**src/core/cmp_event_pkg.sv**
```systemverilog
/*
 * holds register offsets, field positions, reset values and types for the
 * comparator event control block.
 * assumes a single 100 MHz clock domain and an 8-bit register port.
 */
package cmp_event_pkg;

	// ------------------------------------------------------------------
	// register offsets
	// ------------------------------------------------------------------
	localparam logic [7:0] OFS_CONV_CTRL_B   = 8'h03;
	localparam logic [7:0] OFS_CMP_CTRL      = 8'h08;
	localparam logic [7:0] OFS_CONV_INPUT    = 8'h07;
	localparam logic [7:0] OFS_CONV_CTRL_A   = 8'h06;
	localparam logic [7:0] OFS_IRQ_STATUS    = 8'h10;
	localparam logic [7:0] OFS_IRQ_MASK      = 8'h11;

	// ------------------------------------------------------------------
	// field positions
	// ------------------------------------------------------------------
	localparam int BIT_MUX_ENABLE   = 6;
	localparam int BIT_POWER_OFF    = 7;
	localparam int BIT_BANDGAP      = 6;
	localparam int BIT_RESULT       = 5;
	localparam int BIT_EVENT_FLAG   = 4;
	localparam int BIT_IRQ_ENABLE   = 3;
	localparam int BIT_MODE_HI      = 1;
	localparam int BIT_MODE_LO      = 0;
	localparam int BIT_CONV_ENABLE  = 7;
	localparam int BIT_GLOBAL_IE    = 0;

	// ------------------------------------------------------------------
	// reset values and masks
	// ------------------------------------------------------------------
	localparam logic [7:0] RST_CONV_CTRL_B  = 8'h00;
	localparam logic [7:0] RST_CMP_CTRL     = 8'h00;
	localparam logic [7:0] RST_CONV_INPUT   = 8'h00;
	localparam logic [7:0] RST_CONV_CTRL_A  = 8'h00;
	localparam logic [7:0] RST_IRQ_MASK     = 8'h00;
	localparam logic [7:0] MASK_CMP_CTRL_W  = 8'hcb;
	localparam logic [7:0] MASK_CONV_B_W    = 8'h47;
	localparam int         SYNC_STAGES      = 2;

	// ------------------------------------------------------------------
	// types
	// ------------------------------------------------------------------
	typedef enum logic [1:0] {
		MODE_TOGGLE  = 2'h0,
		MODE_RSVD    = 2'h1,
		MODE_FALLING = 2'h2,
		MODE_RISING  = 2'h3
	} event_mode_t;

	typedef struct packed {
		logic [7:0] addr;
		logic [7:0] wdata;
		logic       wr;
		logic       rd;
	} reg_req_t;

	typedef struct packed {
		logic       powerOff;
		logic       bandgapSelect;
		logic       negFromChannel;
		logic [1:0] negChannel;
	} analog_ctrl_t;

endpackage : cmp_event_pkg

```
**src/core/cmp_sync.sv**
```systemverilog
/*
 * two-stage synchroniser for the raw comparator output.
 * assumes the input is asynchronous to clk.
 */
`timescale 1ns/10ps
module cmp_sync
	import cmp_event_pkg::*;
#(
	parameter int STAGES = SYNC_STAGES
) (
	// clock and reset
	input  wire logic clk,
	input  wire logic rst,
	// data
	input  wire logic din,
	output      logic dout
);

	logic [STAGES-1:0] chain_ff;

	// ------------------------------------------------------------------
	// shift chain, only the last stage is read
	// ------------------------------------------------------------------
	always_ff @(posedge clk) begin
		if (rst) begin
			chain_ff <= '0;
		end else begin
			chain_ff <= {chain_ff[STAGES-2:0], din};
		end
	end

	assign dout = chain_ff[STAGES-1];

endmodule : cmp_sync

```
**src/core/comparator_event_control.sv**
```systemverilog
/*
 * digital control around an analog comparator: input routing, power-down,
 * result synchronisation, event detection, flag and interrupt request.
 * assumes a synchronous register port and the processor's global enable.
 */
// Behaviour
// RL1 - result bit high when positive exceeds negative
// RL2 - raw output synchronised, one to two cycles
// RL3 - mux enabled, converter off: channel picks negative
// RL4 - otherwise negative input pin used
// RL5 - bandgap select picks reference, else pin
// RL6 - power-off bit drives comparator power-down
// RL7 - event of chosen mode sets flag
// RL8 - mode 00 toggle, 10 fall, 11 rise
// RL9 - request only when flag and both enables
// RL10 - taking the vector clears the flag
// RL11 - writing one clears flag, zero keeps
// RL12 - software disables interrupt before power change
// RL13 - edge from current versus previous sample
// RL14 - result read-only, reserved bit reads zero
`timescale 1ns/10ps
module comparator_event_control
	import cmp_event_pkg::*;
(
	// clock and reset
	input  wire logic         clk,
	input  wire logic         rst,
	// register port
	input  wire reg_req_t     req,
	output      logic [7:0]   rdata,
	// processor side
	input  wire logic         globalIrqEnable,
	input  wire logic         vectorTaken,
	output      logic         cmpIrqReq,
	output      logic         irq,
	// analog side
	input  wire logic         cmpRaw,
	output      analog_ctrl_t analogCtrl
);

	logic [7:0]   rdata_ff;
	logic         cmpIrqReq_ff;
	logic         irq_ff;
	analog_ctrl_t analogCtrl_ff;
	logic         muxEnable_ff;
	logic [2:0]   triggerSrc_ff;
	logic         convEnable_ff;
	logic [1:0]   channel_ff;
	logic         powerOff_ff;
	logic         bandgap_ff;
	logic         eventFlag_ff;
	logic         irqEnable_ff;
	event_mode_t  mode_ff;
	logic         syncOut;
	logic         prevSync_ff;
	logic         evRise;
	logic         evFall;
	logic         evHit;
	logic [1:0]   status_ff;
	logic [1:0]   mask_ff;
	logic [7:0]   nxt_rdata;
	logic         nxt_negFromChannel;

	// ------------------------------------------------------------------
	// decode helper
	// ------------------------------------------------------------------
	function automatic logic hit(input reg_req_t r, input logic [7:0] ofs);
		hit = r.wr && (r.addr == ofs);
	endfunction : hit

	// ------------------------------------------------------------------
	// synchroniser and edge detect
	// ------------------------------------------------------------------
	cmp_sync #(
		.STAGES (SYNC_STAGES)
	) u_sync (
		.clk  (clk),
		.rst  (rst),
		.din  (cmpRaw),
		.dout (syncOut)
	); // [RL2]

	always_ff @(posedge clk) begin
		if (rst) begin
			prevSync_ff <= 1'b0;
		end else begin
			prevSync_ff <= syncOut; // [RL13]
		end
	end

	assign evRise = syncOut && !prevSync_ff; // [RL13]
	assign evFall = !syncOut && prevSync_ff; // [RL13]

	always_comb begin
		case (mode_ff) // [RL8]
			MODE_TOGGLE:  evHit = evRise || evFall;
			MODE_FALLING: evHit = evFall;
			MODE_RISING:  evHit = evRise;
			default:      evHit = 1'b0;
		endcase
	end

	// ------------------------------------------------------------------
	// control registers
	// ------------------------------------------------------------------
	always_ff @(posedge clk) begin
		if (rst) begin
			muxEnable_ff  <= RST_CONV_CTRL_B[BIT_MUX_ENABLE];
			triggerSrc_ff <= RST_CONV_CTRL_B[2:0];
		end else if (hit(req, OFS_CONV_CTRL_B)) begin
			muxEnable_ff  <= req.wdata[BIT_MUX_ENABLE];
			triggerSrc_ff <= req.wdata[2:0];
		end
	end

	always_ff @(posedge clk) begin
		if (rst) begin
			convEnable_ff <= RST_CONV_CTRL_A[BIT_CONV_ENABLE];
		end else if (hit(req, OFS_CONV_CTRL_A)) begin
			convEnable_ff <= req.wdata[BIT_CONV_ENABLE];
		end
	end

	always_ff @(posedge clk) begin
		if (rst) begin
			channel_ff <= RST_CONV_INPUT[1:0];
		end else if (hit(req, OFS_CONV_INPUT)) begin
			channel_ff <= req.wdata[1:0];
		end
	end

	always_ff @(posedge clk) begin
		if (rst) begin
			powerOff_ff  <= RST_CMP_CTRL[BIT_POWER_OFF];
			bandgap_ff   <= RST_CMP_CTRL[BIT_BANDGAP];
			irqEnable_ff <= RST_CMP_CTRL[BIT_IRQ_ENABLE];
			mode_ff      <= event_mode_t'(RST_CMP_CTRL[1:0]);
		end else if (hit(req, OFS_CMP_CTRL)) begin
			powerOff_ff  <= req.wdata[BIT_POWER_OFF]; // [RL6]
			bandgap_ff   <= req.wdata[BIT_BANDGAP];
			irqEnable_ff <= req.wdata[BIT_IRQ_ENABLE];
			mode_ff      <= event_mode_t'(req.wdata[BIT_MODE_HI:BIT_MODE_LO]);
		end
	end

	// ------------------------------------------------------------------
	// event flag: set wins over clear
	// ------------------------------------------------------------------
	always_ff @(posedge clk) begin
		if (rst) begin
			eventFlag_ff <= 1'b0;
		end else if (evHit) begin
			eventFlag_ff <= 1'b1; // [RL7]
		end else if (vectorTaken) begin
			eventFlag_ff <= 1'b0; // [RL10]
		end else if (hit(req, OFS_CMP_CTRL) && req.wdata[BIT_EVENT_FLAG]) begin
			eventFlag_ff <= 1'b0; // [RL11]
		end
	end

	// ------------------------------------------------------------------
	// interrupt status and mask: bit0 event, bit1 result change
	// ------------------------------------------------------------------
	always_ff @(posedge clk) begin
		if (rst) begin
			status_ff <= 2'h0;
		end else begin
			for (int i = 0; i < 2; i++) begin
				if ((i == 0) ? evHit : (evRise || evFall)) begin
					status_ff[i] <= 1'b1;
				end else if (hit(req, OFS_IRQ_STATUS) && req.wdata[i]) begin
					status_ff[i] <= 1'b0;
				end
			end
		end
	end

	always_ff @(posedge clk) begin
		if (rst) begin
			mask_ff <= RST_IRQ_MASK[1:0];
		end else if (hit(req, OFS_IRQ_MASK)) begin
			mask_ff <= req.wdata[1:0];
		end
	end

	// ------------------------------------------------------------------
	// outputs
	// ------------------------------------------------------------------
	assign nxt_negFromChannel = muxEnable_ff && !convEnable_ff; // [RL3] [RL4]

	always_ff @(posedge clk) begin
		if (rst) begin
			analogCtrl_ff <= '0;
			cmpIrqReq_ff  <= 1'b0;
			irq_ff        <= 1'b0;
		end else begin
			analogCtrl_ff.powerOff       <= powerOff_ff; // [RL6]
			analogCtrl_ff.bandgapSelect  <= bandgap_ff; // [RL5]
			analogCtrl_ff.negFromChannel <= nxt_negFromChannel; // [RL4]
			analogCtrl_ff.negChannel     <= channel_ff; // [RL3]
			cmpIrqReq_ff <= eventFlag_ff && irqEnable_ff && globalIrqEnable; // [RL9]
			irq_ff       <= |(status_ff & mask_ff);
		end
	end

	always_comb begin
		nxt_rdata = 8'h00;
		case (req.addr)
			OFS_CMP_CTRL: begin
				nxt_rdata[BIT_POWER_OFF]  = powerOff_ff;
				nxt_rdata[BIT_BANDGAP]    = bandgap_ff;
				nxt_rdata[BIT_RESULT]     = syncOut; // [RL1] [RL14]
				nxt_rdata[BIT_EVENT_FLAG] = eventFlag_ff;
				nxt_rdata[BIT_IRQ_ENABLE] = irqEnable_ff;
				nxt_rdata[1:0]            = mode_ff;
			end
			OFS_CONV_CTRL_B: nxt_rdata = {1'b0, muxEnable_ff, 3'h0, triggerSrc_ff};
			OFS_CONV_CTRL_A: nxt_rdata = {convEnable_ff, 7'h00};
			OFS_CONV_INPUT:  nxt_rdata = {6'h00, channel_ff};
			OFS_IRQ_STATUS:  nxt_rdata = {6'h00, status_ff};
			OFS_IRQ_MASK:    nxt_rdata = {6'h00, mask_ff};
			default:         nxt_rdata = 8'h00;
		endcase
	end

	always_ff @(posedge clk) begin
		if (rst) begin
			rdata_ff <= 8'h00;
		end else if (req.rd) begin
			rdata_ff <= nxt_rdata;
		end else begin
			rdata_ff <= 8'h00;
		end
	end

	assign rdata      = rdata_ff;
	assign cmpIrqReq  = cmpIrqReq_ff;
	assign irq        = irq_ff;
	assign analogCtrl = analogCtrl_ff;

	// ------------------------------------------------------------------
	// assertions
	// ------------------------------------------------------------------
	property p_sync_lat;
		@(posedge clk) disable iff (rst)
		$rose(cmpRaw) ##1 cmpRaw ##1 cmpRaw |-> syncOut;
	endproperty
	a_sync_lat: assert property (p_sync_lat) else $error("sync latency"); // [RL2]

	property p_neg_route;
		@(posedge clk) disable iff (rst)
		##1 analogCtrl.negFromChannel == $past(muxEnable_ff && !convEnable_ff);
	endproperty
	a_neg_route: assert property (p_neg_route) else $error("neg route"); // [RL3]

	property p_conv_on;
		@(posedge clk) disable iff (rst)
		convEnable_ff |=> !analogCtrl.negFromChannel;
	endproperty
	a_conv_on: assert property (p_conv_on) else $error("pin not routed"); // [RL4]

	property p_bandgap;
		@(posedge clk) disable iff (rst)
		hit(req, OFS_CMP_CTRL) |=> ##1 analogCtrl.bandgapSelect == $past(req.wdata[6], 2);
	endproperty
	a_bandgap: assert property (p_bandgap) else $error("bandgap select"); // [RL5]

	property p_power;
		@(posedge clk) disable iff (rst)
		hit(req, OFS_CMP_CTRL) && req.wdata[7] |=> ##1 analogCtrl.powerOff;
	endproperty
	a_power: assert property (p_power) else $error("power off"); // [RL6]

	property p_flag_set;
		@(posedge clk) disable iff (rst)
		evHit |=> eventFlag_ff;
	endproperty
	a_flag_set: assert property (p_flag_set) else $error("flag not set"); // [RL7]

	property p_rise_mode;
		@(posedge clk) disable iff (rst)
		mode_ff == MODE_RISING && evFall && !eventFlag_ff |=> !eventFlag_ff;
	endproperty
	a_rise_mode: assert property (p_rise_mode) else $error("fall in rise mode"); // [RL8]

	property p_irq_req;
		@(posedge clk) disable iff (rst)
		##1 cmpIrqReq == $past(eventFlag_ff && irqEnable_ff && globalIrqEnable);
	endproperty
	a_irq_req: assert property (p_irq_req) else $error("irq request"); // [RL9]

	property p_vec_clr;
		@(posedge clk) disable iff (rst)
		vectorTaken && !evHit |=> !eventFlag_ff;
	endproperty
	a_vec_clr: assert property (p_vec_clr) else $error("vector clear"); // [RL10]

	property p_w0_keep;
		@(posedge clk) disable iff (rst)
		eventFlag_ff && hit(req, OFS_CMP_CTRL) && !req.wdata[4] && !vectorTaken
			|=> eventFlag_ff;
	endproperty
	a_w0_keep: assert property (p_w0_keep) else $error("flag lost"); // [RL11]

	property p_edge_once;
		@(posedge clk) disable iff (rst)
		$rose(syncOut) && mode_ff == MODE_RISING |-> evHit ##1 !evRise;
	endproperty
	a_edge_once: assert property (p_edge_once) else $error("double edge"); // [RL13]

	property p_rsvd;
		@(posedge clk) disable iff (rst)
		req.rd && req.addr == OFS_CMP_CTRL |=> !rdata[2];
	endproperty
	a_rsvd: assert property (p_rsvd) else $error("reserved bit set"); // [RL14]

	c_event:  cover property (@(posedge clk) disable iff (rst) evHit);
	c_irq:    cover property (@(posedge clk) disable iff (rst) $rose(cmpIrqReq));
	c_vector: cover property (@(posedge clk) disable iff (rst) vectorTaken && eventFlag_ff);

endmodule : comparator_event_control

```
**config.mk**
```make
export PLATFORM = sky130hd
export DESIGN_NAME = comparator_event_control
export DESIGN_NICKNAME = d
export VERILOG_FILES = /design/src/core/cmp_event_pkg.sv /design/src/core/cmp_sync.sv /design/src/core/comparator_event_control.sv
export SDC_FILE = /design/constraint.sdc
export NUM_CORES = 1
export LEC_CHECK = 0
export BUFFER_PORTS_ARGS = -buffer_cell sky130_fd_sc_hd__buf_2
export CORE_MARGIN = 2
export CORE_UTILIZATION = 50
export CTS_BUF_LIST = sky130_fd_sc_hd__clkbuf_4 sky130_fd_sc_hd__clkbuf_8 sky130_fd_sc_hd__clkbuf_16
export DETAILED_ROUTE_END_ITERATION = 7
export MAX_ROUTING_LAYER = met4
export PLACE_DENSITY = 0.84
export SYNTH_ARGS = -nofsm -noshare
export SYNTH_HDL_FRONTEND = slang
export SYNTH_SLANG_ARGS = --single-unit
```
**constraint.sdc**
```tcl
create_clock -name clk -period 1.68 [get_ports clk]
set_input_delay 0.168 -clock clk [delete_from_list [all_inputs] [get_ports clk]]
set_output_delay 0.168 -clock clk [all_outputs]
set_load 0.05 [all_outputs]
```
; ---- After elaboration in Yosys (flattened, before gate mapping)
; Cells that the tools add are included.
[classes]
mul = 0
mux = 10
order_cmp = 0
shift = 0
n_eq_ne = 8
addsub = 0
reduce_logical = 25
bitwise_logic = 3
div_mod_pow = 0
[op_table]
columns = cell, n
row1 = $eq A8 B3 Y1 const B, 2
row2 = $eq A8 B5 Y1 const B, 2
row3 = $pmux W5 S3, 1
row4 = $logic_and A1 B1 Y1, 14
row5 = $pmux W2 S5, 1
row6 = $eq A8 B2 Y1 const B, 1
row7 = $eq A8 B4 Y1 const B, 1
row8 = $mux W1, 7
row9 = $eq A2 B2 Y1 const B, 2
row10 = $reduce_bool A2 Y1, 2
row11 = $reduce_or A2 Y1, 2
row12 = $logic_not A1 Y1, 3
row13 = $pmux W1 S3, 1
row14 = $reduce_bool A3 Y1, 1
row15 = $reduce_or A3 Y1, 1
row16 = $and A2 B2 Y2, 1
row17 = $logic_not A2 Y1, 1
row18 = $not A1 Y1, 2
row19 = $logic_or A1 B1 Y1, 1
[word_totals]
rom_bits = 0
ram_bits = 0
output_inout_bits = 15
elab_cells = 68
memories = 0
latchBits = 0
regBits = 35
inputBits = 23

; ---- Longest topological paths before layout
; Gate-level depths: netlist of run 1.
[logic_depth]
word_depth = 6
mapped_depth = 6
ltp_nobuf = 5

; ---- Cells and area by module
; Synthesis of run 1 repeated with hierarchy kept, for this count alone.
[unflattened]
cells_unflattened = 146
hier_area_um2 = 1505.2
[by_module_without_submodules]
columns = mod, n_inst, seq_area_each_um2, cells_each, area_each_um2
row1 = comparator_event_control, 1, 660.6, 142, 1452.6
row2 = cmp_sync, 1, 40.0, 4, 52.6

; ---- Worst setup path before layout of run 1
; Ideal clock, no wire load.
[synth_timing]
path_kind = in2reg
startpoint = in req[12] (netlist bit)
endpoint = reg eventFlag_ff
setup_slack_ns = 0.317
arrival_time_ns = 1.231
setup_ns = 0.132
path_stages = 6
n_path_buf = 2
required_ns = 1.548
cell_sequence = buf_2 -> nor4_2 -> and2_1 -> buf_2 -> a311o_1 -> a21oi_1
[synth_between]
elab_chain_cells = 4
[synth_rtl]
columns = item, line
row1 = start: declaration, comparator_event_control.sv:29  ; input wire reg_req_t req,
row2 = $eq A8 B4 Y1, comparator_event_control.sv:68  ; hit = r.wr && (r.addr == ofs);
row3 = $logic_and A1 B1 Y1, comparator_event_control.sv:68
row4 = $logic_and A1 B1 Y1, comparator_event_control.sv:156  ; end else if (hit(req, OFS_CMP_CTRL) && req.wdata[BIT_EVENT_FLAG]) begin
row5 = $reduce_bool A3 Y1 (no source line), --
row6 = end signal: assignment, comparator_event_control.sv:153  ; eventFlag_ff <= 1'b1;
row7 = end signal: assignment, comparator_event_control.sv:155  ; eventFlag_ff <= 1'b0;
row8 = end signal: assignment, comparator_event_control.sv:157  ; eventFlag_ff <= 1'b0;
row9 = end: declaration, comparator_event_control.sv:51  ; logic eventFlag_ff;
; No other way between the ends.
; A chain may end at the register's enable or synchronous reset.

; ---- Worst setup path in the final report of run 1
[layout_timing]
startpoint = reg u_sync.chain_ff[1]
endpoint = reg status_ff[0]
[layout_between]
elab_chain_cells = 5
word_cells_on_any_way = 7
cone_classes = 2 x mux / 5 x reduce/logical
[layout_rtl]
columns = item, line
row1 = start: declaration, cmp_sync.sv:19  ; logic [STAGES-1:0] chain_ff;
row2 = start signal: assignment, cmp_sync.sv:28  ; chain_ff <= {chain_ff[STAGES-2:0], din};
row3 = $logic_not A1 Y1, comparator_event_control.sv:92  ; assign evFall = !syncOut && prevSync_ff;
row4 = $logic_and A1 B1 Y1, comparator_event_control.sv:92
row5 = $logic_or A1 B1 Y1, comparator_event_control.sv:96  ; MODE_TOGGLE: evHit = evRise || evFall;
row6 = $pmux W1 S3 *, comparator_event_control.sv:95  ; case (mode_ff)
row7 = $mux W1 / $reduce_bool A2 Y1 (equally long branches), --
row8 = end signal: assignment, comparator_event_control.sv:166  ; status_ff <= 2'h0;
row9 = end signal: indexed assignment, comparator_event_control.sv:170  ; status_ff[i] <= 1'b1;
row10 = end signal: indexed assignment, comparator_event_control.sv:172  ; status_ff[i] <= 1'b0;
row11 = end: declaration, comparator_event_control.sv:59  ; logic [1:0] status_ff;
; Mark *: on every way between the ends. The rest lies on a longest branch, timed or not.

==> results.md, run 1 <==
- Largest family of logic cells by synthesized area: simple AND/OR/NAND/NOR gates
- Clock sinks: 35
- Clock transition at path regs: 100 ps
- WP data arrival: 1520 ps
- CTS root buf: clkbuf_4
- CP delay by family, top: flip-flops
- P_leak: 0.000753 uW
- FF+latch area: 701 sq um
- Largest cells by area after synthesis: dfxtp_1, mux2i_1, nor2_1
- DP Cell Count: around 210
- CP Depth: 5
- Slowest cell delay on critical path: ~370 ps
- Worst Hold Depth: 2
- Worst endpoint required time: 1910 ps
- DIE AREA: 3310 sq um
- Most frequent cell after synthesis: dfxtp_1
- Startpoint class of the critical path: register
- Fmax achieved: 776 MHz
- Ports: 38
- Grt ovf: 0
- Layout Area Growth over Synthesis: 22.1%
- Compound-gate portion of the synthesized area: 8.04%
- # rows: 19
- TritonRoute pass-1 iters: 5
- Non-filler cells, final: 216
- Mux contribution to synthesized area: around 11%
- Synth Area in Simple Gates: 26.7%
- # diodes: 0
- Crit path launch: u_sync.chain_ff[1]
- Clock Skews: roughly 10 ps
- FF-to-FF Start: u_sync.chain_ff[1]
- Core ar.: between 2000 and 3000 sq um
- Port buffer count: 36
- Setup Fix Bufs, Post-CTS: 0
- Net switching power: 359 uW
- Synth Flop Type: dfxtp_1
- Gate count of the mapped netlist: 145
- Mapped Area: 1430 sq um
- Final Power: about 1700 uW
- Worst path cell trace: inv_1 > ha_1 > mux2_2 > a21oi_1 > a21oi_1
- Vias per cell: 5.52
- Unrepaired setup endpoints after global routing: no
- GP Congestion: between 0.9 and 1
- GRT Overall Usage: 21.2%
- Vias in the first global route: between 1k and 1.5k
- Synth Area in XOR/XNOR: 0%
- Initial antenna violation count: 0
- Status: finished clean
- Hold WC Path Type: in2reg
- Filler cells: 230
- Die span in y: 57.5 microns
- Effective utilization at floorplan: 52.4%
- Least-Margin Pin Slew: 474 ps
- Final critical-path share of the clock period: 76.7%
- Worst Hold Launch: cmpRaw
- CTS tree: built
- Post-CTS Resized: 0
- Slew headroom: 68.3%
- Post-synth EDFFs: 0
- Total wire length: 3060 microns
- Sw Ratio: 21.1%
- Max clock buf depth: 2
- H-Tree Depth: 2
- CP max stage cell: dfxtp_1
- Worst VDD drop: 0.000937 V
- Crit path kind: reg2reg
- Worst path bufs/invs: 1
- Most frequent CP cell: a21oi_1
- Global-route wire length before repair: about 5000 microns
- Pins Over Slew Limit: 0
- Max FO, Critical Path: 3
- Final Hold Fails: 0
- Synth cell types: 33
- Layout cell share with drive strength beyond 1: between 20% and 30%
- # DRC: 0
- Post-Syn Nets: 170
- FF+latch count, synth: 35
- Final net count: roughly 210
- Synth Area per Inst: about 9.9 sq um
- Internal power: 1340 uW
- Avg WL per Cell: 14.2 microns
- TritonCTS Buffers: 5
- Footprint of the multi-input gates: 686 sq um
- Commonest cells in the netlist: dfxtp_1, nor2_1, mux2i_1, a21oi_1, nor2b_1
- Top-area cell type share of the netlist area: 49.0%
- PwrDens: between 900 and 1000 nW/um^2
- Final TNS setup: 0 ps
- Seq/Total Area, Yosys: 49.0%
- Clk_lat worst skew: 350 ps
- Post-synthesis adder-cell area fraction: 1.75%
- Crit. End Element: register
- Asr flop ratio synth: 0%
- Worst R2R Path Depth: 5
- Final-report setup violation count: 0
- Sequential share of power: 49.5%
- Hold WS: between 40 and 50 ps
- # Max-Cap Violations: 0
- Hold-fix buffers, CTS: 0
- Final Critical Period: roughly 1300 ps
- Detailed placement HPWL: roughly 2300 microns
- Vias: 1,192
- Antenna-violating nets left: 0
- Die Wd: ~58 microns
- Syn. warnings: 0
- Largest net degree at the start of global routing: 18
- Top cell type by total area after synthesis: dfxtp_1
- Clock power share: 44.4%
- DR iter-0 viols: 41
- Logic pwr share: 6.1%
==> path summary, 6_finish.rpt <==
kind / to / slack [ps]
max: status_ff[0] / 390
min reg2reg: u_sync.chain_ff[1] / 450
max reg2reg: status_ff[0] / 390
min: u_sync.chain_ff[0] / 40
==> through the flow <==
step	area [sq um]	setup WS [ps]	util (%)
after global placement	1640	178	60.1
after global routing	1750	303	63.9
after floorplan	1430	317	-
final	1750	392	63.9
after CTS	1750	386	63.9
after detailed placement	1640	152	60.1
==> cell usage in the layout (no fill, tap or decap), types with 2 or more instances in the layout <==
master / Yosys / layout
mux2_2: 3 / 3
buf_4: 0 / 3
nand2_1: 5 / 5
ha_1: 2 / 2
a22oi_1: 4 / 4
nor2_1: 15 / 15
nor3_1: 3 / 3
and2_1: 3 / 3
nand3_1: 5 / 5
a21oi_1: 8 / 8
nand4_1: 3 / 3
bufinv_16: 0 / 2
buf_2: 3 / 36
o21ai_0: 3 / 3
o22ai_1: 2 / 2
nor2b_1: 8 / 8
and3_1: 4 / 4
clkbuf_4: 0 / 5
mux2i_1: 13 / 13
nand2b_1: 4 / 4
dfxtp_1: 35 / 35
inv_1: 4 / 4
nor3b_1: 3 / 3
==> flip-flops by register name (all words and copies together) (netlist names) <==
name and count:
powerOff_ff 1, mode_ff 2, u_sync.chain_ff 2, triggerSrc_ff 3
irq 1, channel_ff 2, analogCtrl 5, convEnable_ff 1
irqEnable_ff 1, muxEnable_ff 1, rdata 8, mask_ff 2
prevSync_ff 1, bandgap_ff 1, cmpIrqReq 1, status_ff 2
eventFlag_ff 1
==> logic make-up after synthesis <==
logic type | Yosys count
fa+ha+maj | 2
buf+inv | 11
compound gates | 19
mux | 16
simple gates | 62
flops | 35
==> power by group through the flow <==
stage | registers [uW] | logic [uW] | clock network [uW]
floorplan | 860 | 56.2 | 0
CTS | 843 | 104 | 765
finish | 843 | 105 | 756
detailed placement | 862 | 103 | 0
global route | 845 | 116 | 802
global placement | 861 | 99.5 | 0
==> per-layer routing <==
layer	up-vias	GRT usage [%]	part of all wire, %
li1	585	-	-
met1	560	23.2	39
met2	39	34.4	54
met3	8	7.71	5.4
met4	0	9.30	2.1
met5	-	-	0
==> final cells by class <==
type	instances	area share [%]
clock buffer	5	2.15
clock inverter	3	3.87
inverter	4	0.859
multi-input combinational	99	39.2
sequential	35	40.1
tap	31	2.22
timing repair buffer	39	11.6
(Power assumes the default switching activity.)
==> run 2: changes to the inputs <==
==> constraint.sdc (replaced) <==
create_clock -name clk -period 1.2 [get_ports clk]
set_input_delay 0.12 -clock clk [delete_from_list [all_inputs] [get_ports clk]]
set_output_delay 0.12 -clock clk [all_outputs]
set_load 0.05 [all_outputs]
==> results.md, run 2 (synthesized netlist as in run 1, its figures left out) <==
- Status: finished, violations left
- Failing checks: setup timing
- Internal power: roughly 1700 uW
- Layout Area Growth over Synthesis: 35.6%
- PwrDens: 1150 nW/um^2
- Crit path kind: reg2reg
- Net switching power: 528 uW
- Clock power share: 38.0%
- Total wire length: 3400 microns
- Clk_lat worst skew: between 300 and 400 ps
- Vias per cell: around 5.5
- WP data arrival: 1470 ps
- Final TNS setup: -27.8 ps
- Setup ws final: -21.9 ps
- P_leak: approximately 0.00085 uW
- Antenna-violating nets left: 0
- Hold WC Path Type: in2reg
- Clock Skews: between 9 and 10 ps
- # diodes: 0
- Worst endpoint required time: 1450 ps
- Effective utilization at floorplan: a little over half
- # Max-Cap Violations: 0
- Final net count: 227
- Max FO, Critical Path: 2
- Layout cell share with drive strength beyond 1: between 30 and 40%
- H-Tree Depth: 2
- Port buffer count: 36
- Sw Ratio: 23.6%
- Max clock buf depth: 2
- GP Congestion: 0.868
- Pins Over Slew Limit: 0
- Initial antenna violation count: 0
- Clock sinks: 35
- Clock transition at path regs: between 100 and 150 ps
- Global-route wire length before repair: 5480 microns
- Core ar.: 2730 sq um
- R2R setup slack: -20 ps
- Max reg flops: 8
- Final-report setup violation count: 2
- Grt ovf: 0
- Most frequent cells in the layout: buf_2, dfxtp_1, buf_4
- Die Wd: approximately 58 microns
- Unrepaired setup endpoints after global routing: yes
- DR iter-0 viols: 43
- Ports: 38
- Logic pwr share: 9.3%
- Die span in y: 57.5 microns
- Fmax achieved: approximately 820 MHz
- # DRC: 0
- Worst Hold Depth: 3
- DIE AREA: 3310 sq um
- Detailed placement HPWL: 2480 microns
- TritonCTS Buffers: 5
- Sequential share of power: 52.7%
- Final Hold Fails: 0
- FF-to-FF Start: prevSync_ff
- TritonRoute pass-1 iters: 4
- Hold EP: irqEnable_ff
- Commonest non-fill, non-tap cell in the layout: buf_2
- Final critical-path share of the clock period: 102%
- GRT Overall Usage: 22.4%
- Slew headroom: 71.4%
- Worst R2R Path Depth: 5
- Vias in the first global route: approximately 1.3k
- Vias: 1,278
- Final Power: 2240 uW
- Crit. End Element: register
- Worst Hold Launch: req[5]
- Worst VDD drop: 0.00140 V
- CTS root buf: clkbuf_4
- Final Critical Period: between 1000 and 1500 ps
- Worst R2R End: status_ff[0]
- CTS tree: built
- Least-Margin Pin Slew: 423 ps
- # rows: 19
- Largest net degree at the start of global routing: 16
- Startpoint class of the critical path: register
- Avg WL per Cell: 14.5 microns
[run 2: cell type report]
class | count | area [sq um]
Fill cell | 204 | 793
Multi-Input combinational cell | 99 | 747
Sequential cell | 35 | 703
Timing Repair Buffer | 57 | 355
Clock inverter | 3 | 43.8
Tap cell | 31 | 38.8
Clock buffer | 5 | 37.5
Inverter | 4 | 15.0
[run 2: metrics by stage]
step | setup WS, ps | hold WS (ps) | cells | utilization, % | cell area, sq um
3_5_place_dp | -263 | 332 | 223 | 65.3 | 1790
4_1_cts | 8.07 | 6.05 | 233 | 69.2 | 1890
6_report | -21.9 | 11.6 | 234 | 71.0 | 1940
5_1_grt | -59.6 | 7.82 | 234 | 71.0 | 1940
3_3_place_gp | -178 | 321 | 223 | 65.3 | 1790
2_1_floorplan | -64.9 | 248 | 145 | - | 1450
[run 2: worst max-delay path by stage]
stage | from | to | slack [ps] | cells after the start
finish | prevSync_ff | status_ff[0] | -20 | 5
floorplan | req[15] | muxEnable_ff | -60 | 4
global placement | req[15] | triggerSrc_ff[1] | -180 | 6
global route | prevSync_ff | status_ff[0] | -60 | 5
detailed placement | req[15] | triggerSrc_ff[2] | -260 | 6
CTS | u_sync.chain_ff[1] | status_ff[0] | 8 | 5
[run 2: metal layers]
layer / vias up / global-route usage (%) / share of wire, %
met3: 6 / 6.80 / 5.2
li1: 623 / - / -
met5: - / - / 0
met4: 0 / 10.6 / 1.1
met2: 35 / 35.4 / 52
met1: 614 / 25.7 / 42
[run 2: worst max-delay path, stage by stage, from the launching register on]
cell	delay, ps
dfxtp_2	380
inv_2	40
ha_2	170
mux2_4	280
a21oi_4	180
a21oi_1	80
[run 2: timing repair]
| item | 4_1_cts | 5_1_grt |
|---|---|---|
| endpoints found under the hold margin | 2 | 0 |
| gates resized for setup | 2 | 11 |
| buffers inserted | 0 | 1 |
| pin swaps | 1 | 3 |
| hold buffers | 2 | 0 |
| setup endpoints to repair | 2 | 3 |
[run 2: power groups by stage]
stage          registers (uW)  clock network (uW)  logic (uW)
4_1_cts                  1180                 861         193
5_1_grt                  1180                 912         224
6_report                 1180                 852         207
2_1_floorplan            1200                   0        82.2
3_3_place_gp             1210                   0         178
3_5_place_dp             1210                   0         186
==> run 3: changes to the inputs <==
--- a/config.mk
+++ b/config.mk
@@ -7,11 +7,12 @@
 export LEC_CHECK = 0
 export BUFFER_PORTS_ARGS = -buffer_cell sky130_fd_sc_hd__buf_2
 export CORE_MARGIN = 2
-export CORE_UTILIZATION = 50
+export CORE_UTILIZATION = 51
 export CTS_BUF_LIST = sky130_fd_sc_hd__clkbuf_4 sky130_fd_sc_hd__clkbuf_8 sky130_fd_sc_hd__clkbuf_16
 export DETAILED_ROUTE_END_ITERATION = 7
 export MAX_ROUTING_LAYER = met4
-export PLACE_DENSITY = 0.84
+export PLACE_DENSITY = 0.85
 export SYNTH_ARGS = -nofsm -noshare
 export SYNTH_HDL_FRONTEND = slang
+export SYNTH_HIERARCHICAL = 1
 export SYNTH_SLANG_ARGS = --single-unit
==> constraint.sdc (replaced) <==
create_clock -name clk -period 1.2 [get_ports clk]
set_input_delay 0.12 -clock clk [delete_from_list [all_inputs] [get_ports clk]]
set_output_delay 0.12 -clock clk [all_outputs]
set_load 0.01 [all_outputs]
==> results.md, run 3 <==
- Clock transition at path regs: 100 ps
- Logic pwr share: 9.7%
- Final Power: 2020 uW
- Final Critical Period: 1160 ps
- Initial antenna violation count: 0
- Non-filler cells, final: 229
- Die Wd: 58.3 microns
- Most frequent cells in the layout: buf_2, dfxtp_1, nand2b_1
- Gate count of the mapped netlist: 146
- Total wire length: about 3200 microns
- Vias per cell: 5.34
- Max clock buf depth: 2
- TritonRoute pass-1 iters: 4
- DP Cell Count: 220
- Layout cell share with drive strength beyond 1: approximately 37%
- Max FO, Critical Path: 2
- GRT Overall Usage: 21.2%
- Sequential share of power: 58.6%
- Hold WC Path Type: in2reg
- # Max-Cap Violations: 0
- P_leak: 0.000854 uW
- CTS tree: built
- H-Tree Depth: 2
- FF+latch count, synth: 35
- # diodes: 0
- Global-route wire length before repair: 5200 microns
- Commonest cells in the netlist: dfxtp_1, nand2b_1, mux2i_1, inv_1, nand4_1
- Port buffer count: 36
- Slowest cell delay on critical path: 350 ps
- Setup Fix Bufs, Post-CTS: 0
- Ports: 38
- # rows: 19
- Max reg flops: 8
- Avg WL per Cell: 14.2 microns
- Largest cells by area after synthesis: dfxtp_1, mux2i_1, nand2b_1
- Worst path cell trace: inv_2 > ha_1 > nor3_2 > a21oi_4 > o2bb2ai_1
- Place WS: -96.5 ps
- Grt ovf: 0
- Layout Area Growth over Synthesis: 25.5%
- Slew headroom: 71.6%
- CTS root buf: clkbuf_4
- Core ar.: 2780 sq um
- Status: finished clean
- Seq/Total Area, Yosys: 46.6%
- # DRC: 0
- Detailed placement HPWL: roughly 2500 microns
- Largest net degree at the start of global routing: 19
- Least-Margin Pin Slew: 424 ps
- Worst endpoint required time: ~1500 ps
- Post-Syn Nets: between 150 and 200
- Startpoint class of the critical path: register
- Asr flop ratio synth: 0%
- Final-report setup violation count: 0
- Most frequent cell after synthesis: dfxtp_1
- Clock power share: 31.8%
- Synth Flop Type: dfxtp_1
- Antenna-violating nets left: 0
- Top cell type by total area after synthesis: dfxtp_1
- Final Hold Fails: 0
- Net switching power: 472 uW
- Pins Over Slew Limit: 0
- Clock Skews: 5.08 ps
- Post-synth EDFFs: 0
- GP Congestion: 0.824
- Clock sinks: 35
- Worst path bufs/invs: 1
- Setup ws final: about 40 ps
- Synth Area per Inst: 10.3 sq um
- Sw Ratio: 23.4%
- Effective utilization at floorplan: 54.1%
- CP max stage cell: dfxtp_2
- Top-area cell type share of the netlist area: 46.6%
- Final critical-path share of the clock period: 96.7%
- Vias: between 1k and 1.5k
- Final net count: 222
- CP delay by family, top: flip-flops
- TritonCTS Buffers: 5
- Crit. End Element: register
- Hold WS: 16.6 ps
- Commonest non-fill, non-tap cell in the layout: buf_2
- Mapped Area: 1510 sq um
- DR iter-0 viols: 26
- Crit path kind: reg2reg
- DIE AREA: 3400 sq um
- Synth cell types: 30
- Internal power: 1540 uW
- Worst VDD drop: around 0.00085 V
- Vias in the first global route: about 1.2k
- PwrDens: 1070 nW/um^2
- Syn. warnings: 6
- WP data arrival: 1420 ps
- Fmax achieved: 862 MHz
- Die span in y: between 50 and 60 microns
- Clk_lat worst skew: around 320 ps
==> run 3: changes by cell type in the layout (fill, tap and decap cells not counted), moves of 3 or more <==
cell,change
nand4_1,+7
inv_1,+7
a21oi_1,-3
nor2_1,-9
buf_4,-4
o21ai_0,-3
nand2b_1,+15
and2_1,-3
nand2_1,-3
==> run 3: power by group through the flow <==
stage	combinational [uW]	sequential (uW)	clock (uW)
6_report	195	1180	641
5_1_grt	208	1180	715
4_1_cts	189	1180	658
3_5_place_dp	185	1210	0
3_3_place_gp	178	1210	0
2_1_floorplan	94.7	1200	0
==> run 3: through the flow <==
step / TNS (ps) / util, % / instance area, sq um
after global routing: -12.8 / 67.9 / 1890
final: 0 / 67.9 / 1890
after detailed placement: -444 / 64.7 / 1800
after floorplan: 0 / - / 1510
after CTS: 0 / 67.3 / 1870
after global placement: -6.27 / 64.7 / 1800
==> run 3: kinds of logic (layout without fill, tap and decap cells) <==
logic type | count (synthesis) | count (layout) | synth area share (%)
compound gates | 14 | 14 | 6.65
fa+ha+maj | 2 | 2 | 1.66
buf+inv | 18 | 70 | 5.82
flops | 35 | 35 | 46.6
mux | 18 | 18 | 12.4
simple gates | 59 | 59 | 26.9
==> run 3: worst register-to-register path, delay by kind of cell, from the launching register on <==
family	cells	cell delay, ps
DFF	1	350
adders and majority gates	1	320
and+or+nand+nor	1	210
AOI/OAI and AO/OA	2	180
buffers and inverters	1	40
==> run 3: final cells by class <==
cell class	count	area [sq um]
tap	31	38.8
sequential	35	703
timing repair buffer	52	315
inverter	10	37.5
clock inverter	1	5.00
fill	226	892
multi-input combinational	93	737
clock buffer	7	52.6
==> run 3: per-layer routing <==
layer,track usage [%],wire (microns)
met1,23.6,1360
met5,-,0
met4,11.3,36
met2,35.0,1650
met3,5.05,196
==> run 3: timing repair <==
action	CTS	global route
gates resized for setup	2	5
hold endpoints to repair	1	0
endpoints found under the setup margin	2	2
pin swaps	0	2
hold buffers	1	0
==> run 3: final timing paths <==
path                      startpoint      endpoint  slack, ps  cells past startpoint
setup / recovery  u_sync/chain_ff[1]  eventFlag_ff         40                      5
hold / removal       globalIrqEnable     cmpIrqReq         20                      3
setup reg to reg  u_sync/chain_ff[1]  eventFlag_ff         40                      5
hold reg to reg         irqEnable_ff     cmpIrqReq        440                      2
